`src/inc/pbmx_pkg.sv`:
```
// Constants and types of the port B alternate-function override block
// How it works
// - Sleep clamp forces each pin's digital input to zero in deep sleep.
// - A pin with its external interrupt enabled escapes the sleep clamp.
// - Disabled edge-sensed interrupt pin held high sets its flag: rising on wake, falling on clamp entry, any change on both.
// - Without pull-up override, pull-up on only for dir 0, out 1, global off 0.
// - With pull-up override, pull-up follows override value alone.
// - Driver enable comes from direction bit, or override value when overridden.
// - Overridden driver is on for value one, off for zero.
// - Driven level is override value if value override set, else output bit.
// - Value override replaces the output bit at the pad.
// - Toggle override inverts the pin's output bit.
// - Input enable follows sleep state unless its override is enabled.
// - Overridden input enable follows override value in any state.
// - Alternate input taps ahead of the synchronizer; receivers synchronize.
// - Global pull-up off bit 4 of MCU control disables all pull-ups.
// - SPI slave forces pin 7 to input; pull-up still from output bit.
// - Pin 7 stage0 out1 and SPI clock, 6 capture and stage1, 5 irq two.
// - Pin 2 irq one, 1 MOSI and stage2 out1, 0 MISO and stage2 out0.
// - Without overrides, direction one drives output bit, zero makes an input.
// - SPI master forces pin 0 to input; slave uses the direction bit.
package pbmx_pkg;

    localparam int unsigned PBMX_PINS = 8;

    localparam logic [7:0] PBMX_OFS_OUT = 8'h00;
    localparam logic [7:0] PBMX_OFS_DIR = 8'h04;
    localparam logic [7:0] PBMX_OFS_PIN = 8'h08;
    localparam logic [7:0] PBMX_OFS_MCUCTL = 8'h0c;
    localparam logic [7:0] PBMX_OFS_IRQCTL = 8'h10;
    localparam logic [7:0] PBMX_OFS_IRQFLG = 8'h14;

    localparam logic [7:0] PBMX_RST_OUT = 8'h00;
    localparam logic [7:0] PBMX_RST_DIR = 8'h00;
    localparam logic [7:0] PBMX_RST_MCUCTL = 8'h00;
    localparam logic [7:0] PBMX_RST_IRQCTL = 8'h00;
    localparam logic [1:0] PBMX_RST_IRQFLG = 2'h0;

    localparam int unsigned PBMX_PUD_BIT = 4;
    localparam int unsigned PBMX_IRQ1_EN_BIT = 0;
    localparam int unsigned PBMX_IRQ2_EN_BIT = 1;
    localparam int unsigned PBMX_IRQ1_SENSE_LO = 2;
    localparam int unsigned PBMX_IRQ2_SENSE_LO = 4;

    localparam int unsigned PBMX_PIN_SCK = 7;
    localparam int unsigned PBMX_PIN_CAPT = 6;
    localparam int unsigned PBMX_PIN_IRQ2 = 5;
    localparam int unsigned PBMX_PIN_IRQ1 = 2;
    localparam int unsigned PBMX_PIN_MOSI = 1;
    localparam int unsigned PBMX_PIN_MISO = 0;

    localparam int unsigned PBMX_SYNC_STAGES = 2;

    // Sense field codes: low level, any change, falling, rising
    typedef enum logic [1:0] {
        PBMX_SENSE_LOW,
        PBMX_SENSE_ANY,
        PBMX_SENSE_FALL,
        PBMX_SENSE_RISE
    } pbmx_sense_t;

    typedef struct packed {
        logic [7:0] outBits;
        logic [7:0] dirBits;
        logic [7:0] mcuCtl;
        logic [7:0] irqCtl;
        logic [1:0] irqFlags;
        logic [1:0] irqPrev;
        logic [31:0] rdData;
    } pbmx_state_t;

endpackage

```
`src/hdl/pbmx_pin_cell.sv`:
```
// Override logic of one port pin: pull-up, driver, value, toggle, input gate
`timescale 1ns/1ps
module pbmx_pin_cell (
    // Port register bits and globals
    input wire logic pinDirectionBit,
    input wire logic pinOutputBit,
    input wire logic globalPullupOff,
    input wire logic sleepClamp,
    input wire logic inReset,
    // Overrides from the owning peripheral
    input wire logic pullupOverrideEn,
    input wire logic pullupOverrideVal,
    input wire logic driveOverrideEn,
    input wire logic driveOverrideVal,
    input wire logic valueOverrideEn,
    input wire logic valueOverrideVal,
    input wire logic toggleOverrideEn,
    input wire logic inputGateOverrideEn,
    input wire logic inputGateOverrideVal,
    // Pad side
    input wire logic padIn,
    output logic padOut,
    output logic padOe,
    output logic padPullup,
    output logic altInputTap
);
    import pbmx_pkg::*;

    logic outBit;
    logic driveEn;
    logic inputEn;

    // Inverted bit seen by the pad; the stored bit is left as written
    assign outBit = pinOutputBit ^ toggleOverrideEn;
    assign driveEn = driveOverrideEn ? driveOverrideVal : pinDirectionBit;
    // Reset tri-states the pad even before the first clock edge
    assign padOe = driveEn & ~inReset;
    assign padOut = valueOverrideEn ? valueOverrideVal : outBit;
    assign padPullup = ~inReset & (pullupOverrideEn ? pullupOverrideVal
        : (~pinDirectionBit & outBit & ~globalPullupOff));
    assign inputEn = inputGateOverrideEn ? inputGateOverrideVal : ~sleepClamp;
    // Clamp to ground ahead of the synchronizer; the tap is unsynchronized
    assign altInputTap = padIn & inputEn;
endmodule

```
`src/hdl/pbmx_port_b.sv`:
```
// Port B pin multiplexer with APB registers and external interrupt flags
`timescale 1ns/1ps
module pbmx_port_b (
    // Clock and reset
    input wire logic core_clk,
    input wire logic reset_n,
    // APB slave
    input wire logic [7:0] paddr,
    input wire logic psel,
    input wire logic penable,
    input wire logic pwrite,
    input wire logic [31:0] pwdata,
    output logic [31:0] prdata,
    output logic pready,
    output logic pslverr,
    // Pads
    input wire logic [7:0] padIn,
    output logic [7:0] padOut,
    output logic [7:0] padOe,
    output logic [7:0] padPullup,
    // Sleep controller
    input wire logic sleepClamp,
    // SPI
    input wire logic spiEnable,
    input wire logic spiMaster,
    input wire logic spiClkOut,
    input wire logic spiMosiOut,
    input wire logic spiMisoOut,
    output logic spiClkIn,
    output logic spiMosiIn,
    output logic spiMisoIn,
    // Power stage outputs
    input wire logic stage0Out1En,
    input wire logic stage0Out1,
    input wire logic stage1Out1En,
    input wire logic stage1Out1,
    input wire logic stage2Out1En,
    input wire logic stage2Out1,
    input wire logic stage2Out0En,
    input wire logic stage2Out0,
    // Timer capture, analog input disables, generic toggle overrides
    output logic timer1AltCaptureIn,
    input wire logic [7:0] analogDigitalOff,
    input wire logic [7:0] toggleOverrideEn,
    // External interrupts
    output logic extIrqOneTap,
    output logic extIrqTwoTap,
    output logic [1:0] extIrqFlags
);
    import pbmx_pkg::*;

    pbmx_state_t state_reg;
    pbmx_state_t state_next;

    logic inReset;
    logic [7:0] pullupOverrideEn;
    logic [7:0] pullupOverrideVal;
    logic [7:0] driveOverrideEn;
    logic [7:0] driveOverrideVal;
    logic [7:0] valueOverrideEn;
    logic [7:0] valueOverrideVal;
    logic [7:0] inputGateOverrideEn;
    logic [7:0] inputGateOverrideVal;
    logic [7:0] altInputTap;
    logic [7:0] pinInputBits;
    logic globalPullupOff;
    logic irqOneEn;
    logic irqTwoEn;
    logic spiSlave;
    logic spiMasterOn;
    logic setupRead;
    logic accessWrite;
    logic addrMapped;
    logic [1:0] irqSet;
    logic [1:0] irqLevel;

    function automatic logic edgeHit(input logic [1:0] sense, input logic prev,
        input logic now);
        logic hit;
        hit = 1'b0;
        unique case (pbmx_sense_t'(sense))
            PBMX_SENSE_LOW: hit = 1'b0;
            PBMX_SENSE_ANY: hit = prev ^ now;
            PBMX_SENSE_FALL: hit = prev & ~now;
            PBMX_SENSE_RISE: hit = ~prev & now;
        endcase
        return hit;
    endfunction

    function automatic logic [31:0] widen(input logic [7:0] value);
        return {24'h000000, value};
    endfunction

    assign inReset = ~reset_n;
    assign globalPullupOff = state_reg.mcuCtl[PBMX_PUD_BIT];
    assign irqOneEn = state_reg.irqCtl[PBMX_IRQ1_EN_BIT];
    assign irqTwoEn = state_reg.irqCtl[PBMX_IRQ2_EN_BIT];
    assign spiSlave = spiEnable & ~spiMaster;
    assign spiMasterOn = spiEnable & spiMaster;

    // Override table of port B; peripherals hold their enables low when idle
    always_comb
    begin
        pullupOverrideEn = 8'h00;
        pullupOverrideVal = 8'h00;
        driveOverrideEn = 8'h00;
        driveOverrideVal = 8'h00;
        valueOverrideEn = 8'h00;
        valueOverrideVal = 8'h00;
        inputGateOverrideEn = analogDigitalOff;
        inputGateOverrideVal = 8'h00;
        // Pin 7: power stage 0 output 1 wins over the SPI clock
        pullupOverrideEn[PBMX_PIN_SCK] = spiSlave & ~stage0Out1En;
        pullupOverrideVal[PBMX_PIN_SCK] = state_reg.outBits[PBMX_PIN_SCK]
            & ~globalPullupOff;
        driveOverrideEn[PBMX_PIN_SCK] = spiSlave | stage0Out1En;
        driveOverrideVal[PBMX_PIN_SCK] = stage0Out1En;
        valueOverrideEn[PBMX_PIN_SCK] = stage0Out1En | spiMasterOn;
        valueOverrideVal[PBMX_PIN_SCK] = stage0Out1En ? stage0Out1 : spiClkOut;
        // Pin 6: power stage 1 output 1 forces the driver on
        driveOverrideEn[PBMX_PIN_CAPT] = stage1Out1En;
        driveOverrideVal[PBMX_PIN_CAPT] = 1'b1;
        valueOverrideEn[PBMX_PIN_CAPT] = stage1Out1En;
        valueOverrideVal[PBMX_PIN_CAPT] = stage1Out1;
        // Interrupt pins keep their input alive in sleep when enabled
        inputGateOverrideEn[PBMX_PIN_IRQ2] = analogDigitalOff[PBMX_PIN_IRQ2] | irqTwoEn;
        inputGateOverrideVal[PBMX_PIN_IRQ2] = irqTwoEn;
        inputGateOverrideEn[PBMX_PIN_IRQ1] = analogDigitalOff[PBMX_PIN_IRQ1] | irqOneEn;
        inputGateOverrideVal[PBMX_PIN_IRQ1] = irqOneEn;
        // Pin 1: slave input, master drives MOSI, stage 2 output 1 wins
        pullupOverrideEn[PBMX_PIN_MOSI] = spiSlave & ~stage2Out1En;
        pullupOverrideVal[PBMX_PIN_MOSI] = state_reg.outBits[PBMX_PIN_MOSI] & ~globalPullupOff;
        driveOverrideEn[PBMX_PIN_MOSI] = spiSlave | stage2Out1En;
        driveOverrideVal[PBMX_PIN_MOSI] = stage2Out1En;
        valueOverrideEn[PBMX_PIN_MOSI] = stage2Out1En | spiMasterOn;
        valueOverrideVal[PBMX_PIN_MOSI] = stage2Out1En ? stage2Out1 : spiMosiOut;
        // Pin 0: master input, slave drives MISO, stage 2 output 0 wins
        pullupOverrideEn[PBMX_PIN_MISO] = spiMasterOn & ~stage2Out0En;
        pullupOverrideVal[PBMX_PIN_MISO] = state_reg.outBits[PBMX_PIN_MISO]
            & ~globalPullupOff;
        driveOverrideEn[PBMX_PIN_MISO] = spiMasterOn | stage2Out0En;
        driveOverrideVal[PBMX_PIN_MISO] = stage2Out0En;
        valueOverrideEn[PBMX_PIN_MISO] = stage2Out0En | spiSlave;
        valueOverrideVal[PBMX_PIN_MISO] = stage2Out0En ? stage2Out0 : spiMisoOut;
    end

    for (genvar i = 0; i < PBMX_PINS; i++)
    begin : gen_pin
        pbmx_pin_cell u_cell (
            .pinDirectionBit(state_reg.dirBits[i]),
            .pinOutputBit(state_reg.outBits[i]),
            .globalPullupOff(globalPullupOff),
            .sleepClamp(sleepClamp),
            .inReset(inReset),
            .pullupOverrideEn(pullupOverrideEn[i]),
            .pullupOverrideVal(pullupOverrideVal[i]),
            .driveOverrideEn(driveOverrideEn[i]),
            .driveOverrideVal(driveOverrideVal[i]),
            .valueOverrideEn(valueOverrideEn[i]),
            .valueOverrideVal(valueOverrideVal[i]),
            .toggleOverrideEn(toggleOverrideEn[i]),
            .inputGateOverrideEn(inputGateOverrideEn[i]),
            .inputGateOverrideVal(inputGateOverrideVal[i]),
            .padIn(padIn[i]),
            .padOut(padOut[i]),
            .padOe(padOe[i]),
            .padPullup(padPullup[i]),
            .altInputTap(altInputTap[i])
        );
    end

    // Peripherals get the raw taps and synchronize them themselves
    assign spiClkIn = altInputTap[PBMX_PIN_SCK];
    assign timer1AltCaptureIn = altInputTap[PBMX_PIN_CAPT];
    assign extIrqTwoTap = altInputTap[PBMX_PIN_IRQ2];
    assign extIrqOneTap = altInputTap[PBMX_PIN_IRQ1];
    assign spiMosiIn = altInputTap[PBMX_PIN_MOSI];
    assign spiMisoIn = altInputTap[PBMX_PIN_MISO];

    // Clamped level is what gets synchronized, so wake-up looks like an edge
    pbmx_sync #(
        .WIDTH(PBMX_PINS)
    ) u_pin_sync (
        .core_clk(core_clk),
        .reset_n(reset_n),
        .asyncIn(altInputTap),
        .syncOut(pinInputBits)
    );

    assign irqLevel = {pinInputBits[PBMX_PIN_IRQ2], pinInputBits[PBMX_PIN_IRQ1]};
    // Flags are set whether or not the interrupt is enabled
    assign irqSet[0] = edgeHit(state_reg.irqCtl[PBMX_IRQ1_SENSE_LO +: 2],
        state_reg.irqPrev[0], irqLevel[0]);
    assign irqSet[1] = edgeHit(state_reg.irqCtl[PBMX_IRQ2_SENSE_LO +: 2],
        state_reg.irqPrev[1], irqLevel[1]);

    // APB: zero wait states, read data captured in the setup cycle
    assign setupRead = psel & ~penable & ~pwrite;
    assign accessWrite = psel & penable & pwrite;
    assign addrMapped = (paddr == PBMX_OFS_OUT) || (paddr == PBMX_OFS_DIR)
        || (paddr == PBMX_OFS_PIN) || (paddr == PBMX_OFS_MCUCTL)
        || (paddr == PBMX_OFS_IRQCTL) || (paddr == PBMX_OFS_IRQFLG);
    assign pready = 1'b1;
    assign pslverr = psel & penable & ~addrMapped;

    always_comb
    begin
        state_next = state_reg;
        state_next.irqPrev = irqLevel;
        state_next.irqFlags = state_reg.irqFlags | irqSet;
        if (accessWrite)
        begin
            unique case (paddr)
                PBMX_OFS_OUT: state_next.outBits = pwdata[7:0];
                PBMX_OFS_DIR: state_next.dirBits = pwdata[7:0];
                // Writing ones here toggles the output bits
                PBMX_OFS_PIN: state_next.outBits = state_reg.outBits ^ pwdata[7:0];
                PBMX_OFS_MCUCTL: state_next.mcuCtl = pwdata[7:0];
                PBMX_OFS_IRQCTL: state_next.irqCtl = pwdata[7:0];
                // A new edge in the clearing cycle keeps its flag
                PBMX_OFS_IRQFLG: state_next.irqFlags = (state_reg.irqFlags & ~pwdata[1:0])
                    | irqSet;
                default: state_next.irqFlags = state_reg.irqFlags | irqSet;
            endcase
        end
        if (setupRead)
        begin
            unique case (paddr)
                PBMX_OFS_OUT: state_next.rdData = widen(state_reg.outBits);
                PBMX_OFS_DIR: state_next.rdData = widen(state_reg.dirBits);
                PBMX_OFS_PIN: state_next.rdData = widen(pinInputBits);
                PBMX_OFS_MCUCTL: state_next.rdData = widen(state_reg.mcuCtl);
                PBMX_OFS_IRQCTL: state_next.rdData = widen(state_reg.irqCtl);
                PBMX_OFS_IRQFLG: state_next.rdData = {30'h0, state_reg.irqFlags};
                default: state_next.rdData = 32'h00000000;
            endcase
        end
    end

    always_ff @(posedge core_clk)
    begin
        if (!reset_n)
        begin
            state_reg.outBits <= PBMX_RST_OUT;
            state_reg.dirBits <= PBMX_RST_DIR;
            state_reg.mcuCtl <= PBMX_RST_MCUCTL;
            state_reg.irqCtl <= PBMX_RST_IRQCTL;
            state_reg.irqFlags <= PBMX_RST_IRQFLG;
            state_reg.irqPrev <= 2'h0;
            state_reg.rdData <= 32'h00000000;
        end
        else
        begin
            state_reg <= state_next;
        end
    end

    assign prdata = state_reg.rdData;
    assign extIrqFlags = state_reg.irqFlags;
endmodule

```
`src/hdl/pbmx_sync.sv`:
```
// Two-flop synchronizer for pad levels entering the core clock domain
`timescale 1ns/1ps
module pbmx_sync #(
    parameter int unsigned WIDTH = 8
) (
    // Clock and reset
    input wire logic core_clk,
    input wire logic reset_n,
    // Levels
    input wire logic [WIDTH-1:0] asyncIn,
    output logic [WIDTH-1:0] syncOut
);
    import pbmx_pkg::*;

    typedef struct packed {
        logic [WIDTH-1:0] stage1;
        logic [WIDTH-1:0] stage2;
    } pbmx_sync_t;

    pbmx_sync_t state_reg;
    pbmx_sync_t state_next;

    // First stage feeds only the second stage
    always_comb
    begin
        state_next.stage1 = asyncIn;
        state_next.stage2 = state_reg.stage1;
    end

    always_ff @(posedge core_clk)
    begin
        if (!reset_n)
            state_reg <= '0;
        else
            state_reg <= state_next;
    end

    assign syncOut = state_reg.stage2;
endmodule

```
`config.mk`:
```
export PLATFORM = sky130hd
export DESIGN_NAME = pbmx_port_b
export DESIGN_NICKNAME = d
export VERILOG_FILES = /design/src/inc/pbmx_pkg.sv /design/src/hdl/pbmx_pin_cell.sv /design/src/hdl/pbmx_port_b.sv /design/src/hdl/pbmx_sync.sv
export SDC_FILE = /design/constraint.sdc
export NUM_CORES = 1
export LEC_CHECK = 0
export CORE_MARGIN = 5
export CORE_UTILIZATION = 50
export DETAILED_ROUTE_END_ITERATION = 6
export DONT_BUFFER_PORTS = 1
export GPL_TIMING_DRIVEN = 0
export SLEW_MARGIN = 30
export SYNTH_ARGS = -nofsm -noshare
export SYNTH_HDL_FRONTEND = slang
export SYNTH_SLANG_ARGS = --single-unit
```
`constraint.sdc`:
```
create_clock -name core_clk -period 1.7 [get_ports core_clk]
set_input_delay 0.255 -clock core_clk [delete_from_list [all_inputs] [get_ports core_clk]]
set_output_delay 0.255 -clock core_clk [all_outputs]
set_load 0.005 [all_outputs]
```
==> qor.yml <==
cells_and_area:
  finalInstanceArea_sq_mm: 0.004061
  nFillCells: 665
  diodes: 0
  largest_register_ff_count: 31
  drive_above_1_share_pct: 22.20
  layout.nets: 537
  area_delta_synth_final_pct: 13.70
min_path:
  hp-start: "padIn[1]"
  hold_class: "in -> reg"
die:
  ios: 149
  dieArea_sq_mm: 0.008935
  die_height_um: 94.53
  die_w_um: 94.53
  row_count: 30
  start_util_pct: 52.00
  core_sq_mm: 0.006869
synth:
  synth_cell_types: 46
  synth_area_sq_mm: 0.003572
  syn-instance-count: 413
  synth_edf_count: 0
  synthFlopType: "dfxtp_1"
  ys_ff_latch: 60
  syn_area_per_cell_sq_um: 8.649
  yosys_warnings: 0
  ys_async_sr_fraction_pct: 0
  yosysSeqAreaShare_pct: 33.63
detailed_routing:
  first_iter_violations: 82
  drt-total-wl_um: 8647
  firstDrtPassIters: 4
  wire_per_inst_um: 15.69
  num_vias: 2779
  ant_nets: 0
  vias_per_cell: 5.044
  drc_errors: 0
sta:
  finalHoldViolCount: 0
  setup_tns_ns: 0
  slew_viol_final: 0
  fin_skew_ns: 0.007434
  setup_viol: 0
  min_period_ns: 1.619
  fmax_mhz: 617.8
  worst_pin_slew_ns: 0.7173
  period_share_pct: 95.21
  maxSlewHeadroom_pct: 52.08
  rsz0062_at_grt: "no"
clock_tree:
  cts_made_buffers: 9
  cts_root_buffer: "clkbuf_8"
  htree_levels: 3
  cts.path.max_buffers: 2
  cts_tree: "done"
  clk_latency_ns: 0.33
  cts.sinks: 60
  cts.clk_slew.worst_paths_ns: 0.07
power_and_ir_drop:
  p_sw_share_pct: 21.79
  p_int_mw: 2.420
  p_per_area_mw_per_mm2: 761.9
  power_leakage_nw: 1.827
  p_clk_share_pct: 44.9
  p_seq_share_pct: 45.7
  p_sw_mw: 0.6742
  pwr-share-comb_pct: 9.4
  peakVddDrop_mv: 0.6003
critical_path:
  cp_max_fo: 4
  timing.rr.start: "state_reg[33]$_SDFF_PN0_"
  crit_start: "state_reg[67]$_SDFFE_PN0P_"
  worstSetupEndpointType: "primary output"
  required_ns: 1.44
  worstSetupStartpointType: "flop"
  crit_type: "reg -> out"
  cp.arrival_ns: 1.36
place:
  hpwl_um: 6835
  placed_cell_area_sq_mm: 0.003779
  gp_congestion: 0.8098
  io_buffers: 0
flow_run:
  cap_viol_max_count: 0
global_routing:
  antenna_found_initial: 0
  grt_start_max_net_pins: 11
  grt_overflow: 0
  grt_pass1_wl_um: 13140
  grt_pass1_vias: 2515
  track_usage_pct: 19.34
status:
  run_status: "finished, final reports clean"
-- kinds of logic after synthesis --
kind of cell | count (synthesis) | share of synthesized area, %
AOI/OAI and AO/OA | 78 | 13.87
muxes | 41 | 12.29
adders and majority gates | 4 | 1.401
and+or+nand+nor | 140 | 21.82
DFF | 60 | 33.63
other | 2 | 0.2102
buffers and inverters | 83 | 15.55
xor gates and xnor gates | 5 | 1.226
-- power groups by stage --
stage | logic (mW) | clock network, mW | registers [mW]
floorplan | 0.239 | 0 | 1.45
global placement | 0.280 | 0 | 1.45
detailed placement | 0.281 | 0 | 1.45
CTS | 0.286 | 1.42 | 1.42
global route | 0.321 | 1.50 | 1.41
finish | 0.289 | 1.39 | 1.41
-- final cells by class --
class                   instances  area [sq um]  area share [%]
flip-flops and latches         60          1210           29.79
plain buffers                  75         526.8           12.97
multi-input cells             293          1927           47.44
clock buffers                  11         141.4           3.481
inverters                       7         26.28          0.6469
repair buffers                  4         35.03          0.8626
well taps                      96         120.1           2.957
clock inverters                 5         75.07           1.848
-- cell usage in the layout (no fill, tap or decap), types with 8 or more instances in the layout --
cell and count:
buf_4 62, dfxtp_1 57, nand2_1 40, mux2i_1 36, o21ai_0 27, conb_1 25, nor2b_1 21, nor2_1 18
and2_1 17, o21a_1 11, clkbuf_1 10, nand3_1 10, clkbuf_8 10, nand2b_1 9, a21oi_1 9, a21o_1 8
o22ai_1 8
-- synth_stat cells, types with 2 or more instances --
master / instances / share of area [%]
a21boi_0: 2 / 0.42
a21o_1: 8 / 1.7
a21oi_1: 9 / 1.3
a32oi_1: 2 / 0.49
and2_1: 17 / 3.0
and4b_1: 2 / 0.56
buf_2: 3 / 0.42
buf_4: 60 / 13
buf_6: 2 / 0.63
clkbuf_1: 11 / 1.2
conb_1: 2 / 0.21
dfxtp_1: 60 / 34
ha_1: 4 / 1.4
inv_1: 7 / 0.74
mux2_2: 3 / 0.95
mux2i_1: 36 / 10
mux4_2: 2 / 1.3
nand2_1: 40 / 4.2
nand2b_1: 12 / 2.1
nand3_1: 10 / 1.4
nor2_1: 18 / 1.9
nor2b_1: 22 / 3.9
nor3_1: 2 / 0.28
nor3b_1: 6 / 1.3
o21a_1: 11 / 2.3
o21ai_0: 27 / 3.8
o21bai_1: 2 / 0.42
o22ai_1: 8 / 1.4
o2bb2ai_1: 5 / 1.2
xor2_1: 4 / 0.98
-- repair_timing --
item                                    4_1_cts  5_1_grt
hold buffers                                  2        0
buffers inserted                              0        2
endpoints found under the hold margin         2        0
gates cloned                                  0        0
gates resized for setup                       3        9
endpoints found under the setup margin        8        6
-- path summary, 6_finish.rpt --
| path | endpoint | slack (ns) | depth (start not counted) |
|---|---|---|---|
| worst max-delay path | padPullup[7] | 0.08 | 5 |
| worst min-delay path | u_pin_sync.state_next[1]$_SDFF_PN0_ | 0.08 | 2 |
| worst max register to register | extIrqFlags[1]$_SDFF_PN0_ | 0.51 | 5 |
| worst min register to register | u_pin_sync.syncOut[0]$_SDFF_PN0_ | 0.43 | 1 |
-- per-stage QoR --
stage                     setup slack, ns  power [mW]  hold slack (ns)  utilization, %  std cells
final                             0.08147       3.094          0.07953           59.13        551
after global routing            0.0003608       3.232          0.05892           59.13        551
after detailed placement          0.01137       1.730           0.3332           55.01        532
after floorplan                    0.2881       1.687           0.3308               -        436
after CTS                         0.01786       3.126          0.06542           58.47        549
after global placement            0.01136       1.729           0.3312           55.01        532
-- worst max-delay path, stage by stage, from the launching register on --
cell      delay [ns]
dfxtp_4         0.35
nand2b_4        0.13
o21bai_1        0.14
a21o_1          0.16
a21oi_1         0.13
buf_4           0.12
-- metal layers --
layer	track usage (%)	vias up	wire (um)	part of all wire (%)
met5	0	-	0	0
met4	3.966	0	48	0.56
met3	6.614	6	643	7.4
met2	31.68	84	4031	47
met1	24.78	1280	3922	45
li1	-	1409	-	-
No activity file was read; power rests on OpenSTA's default activity.
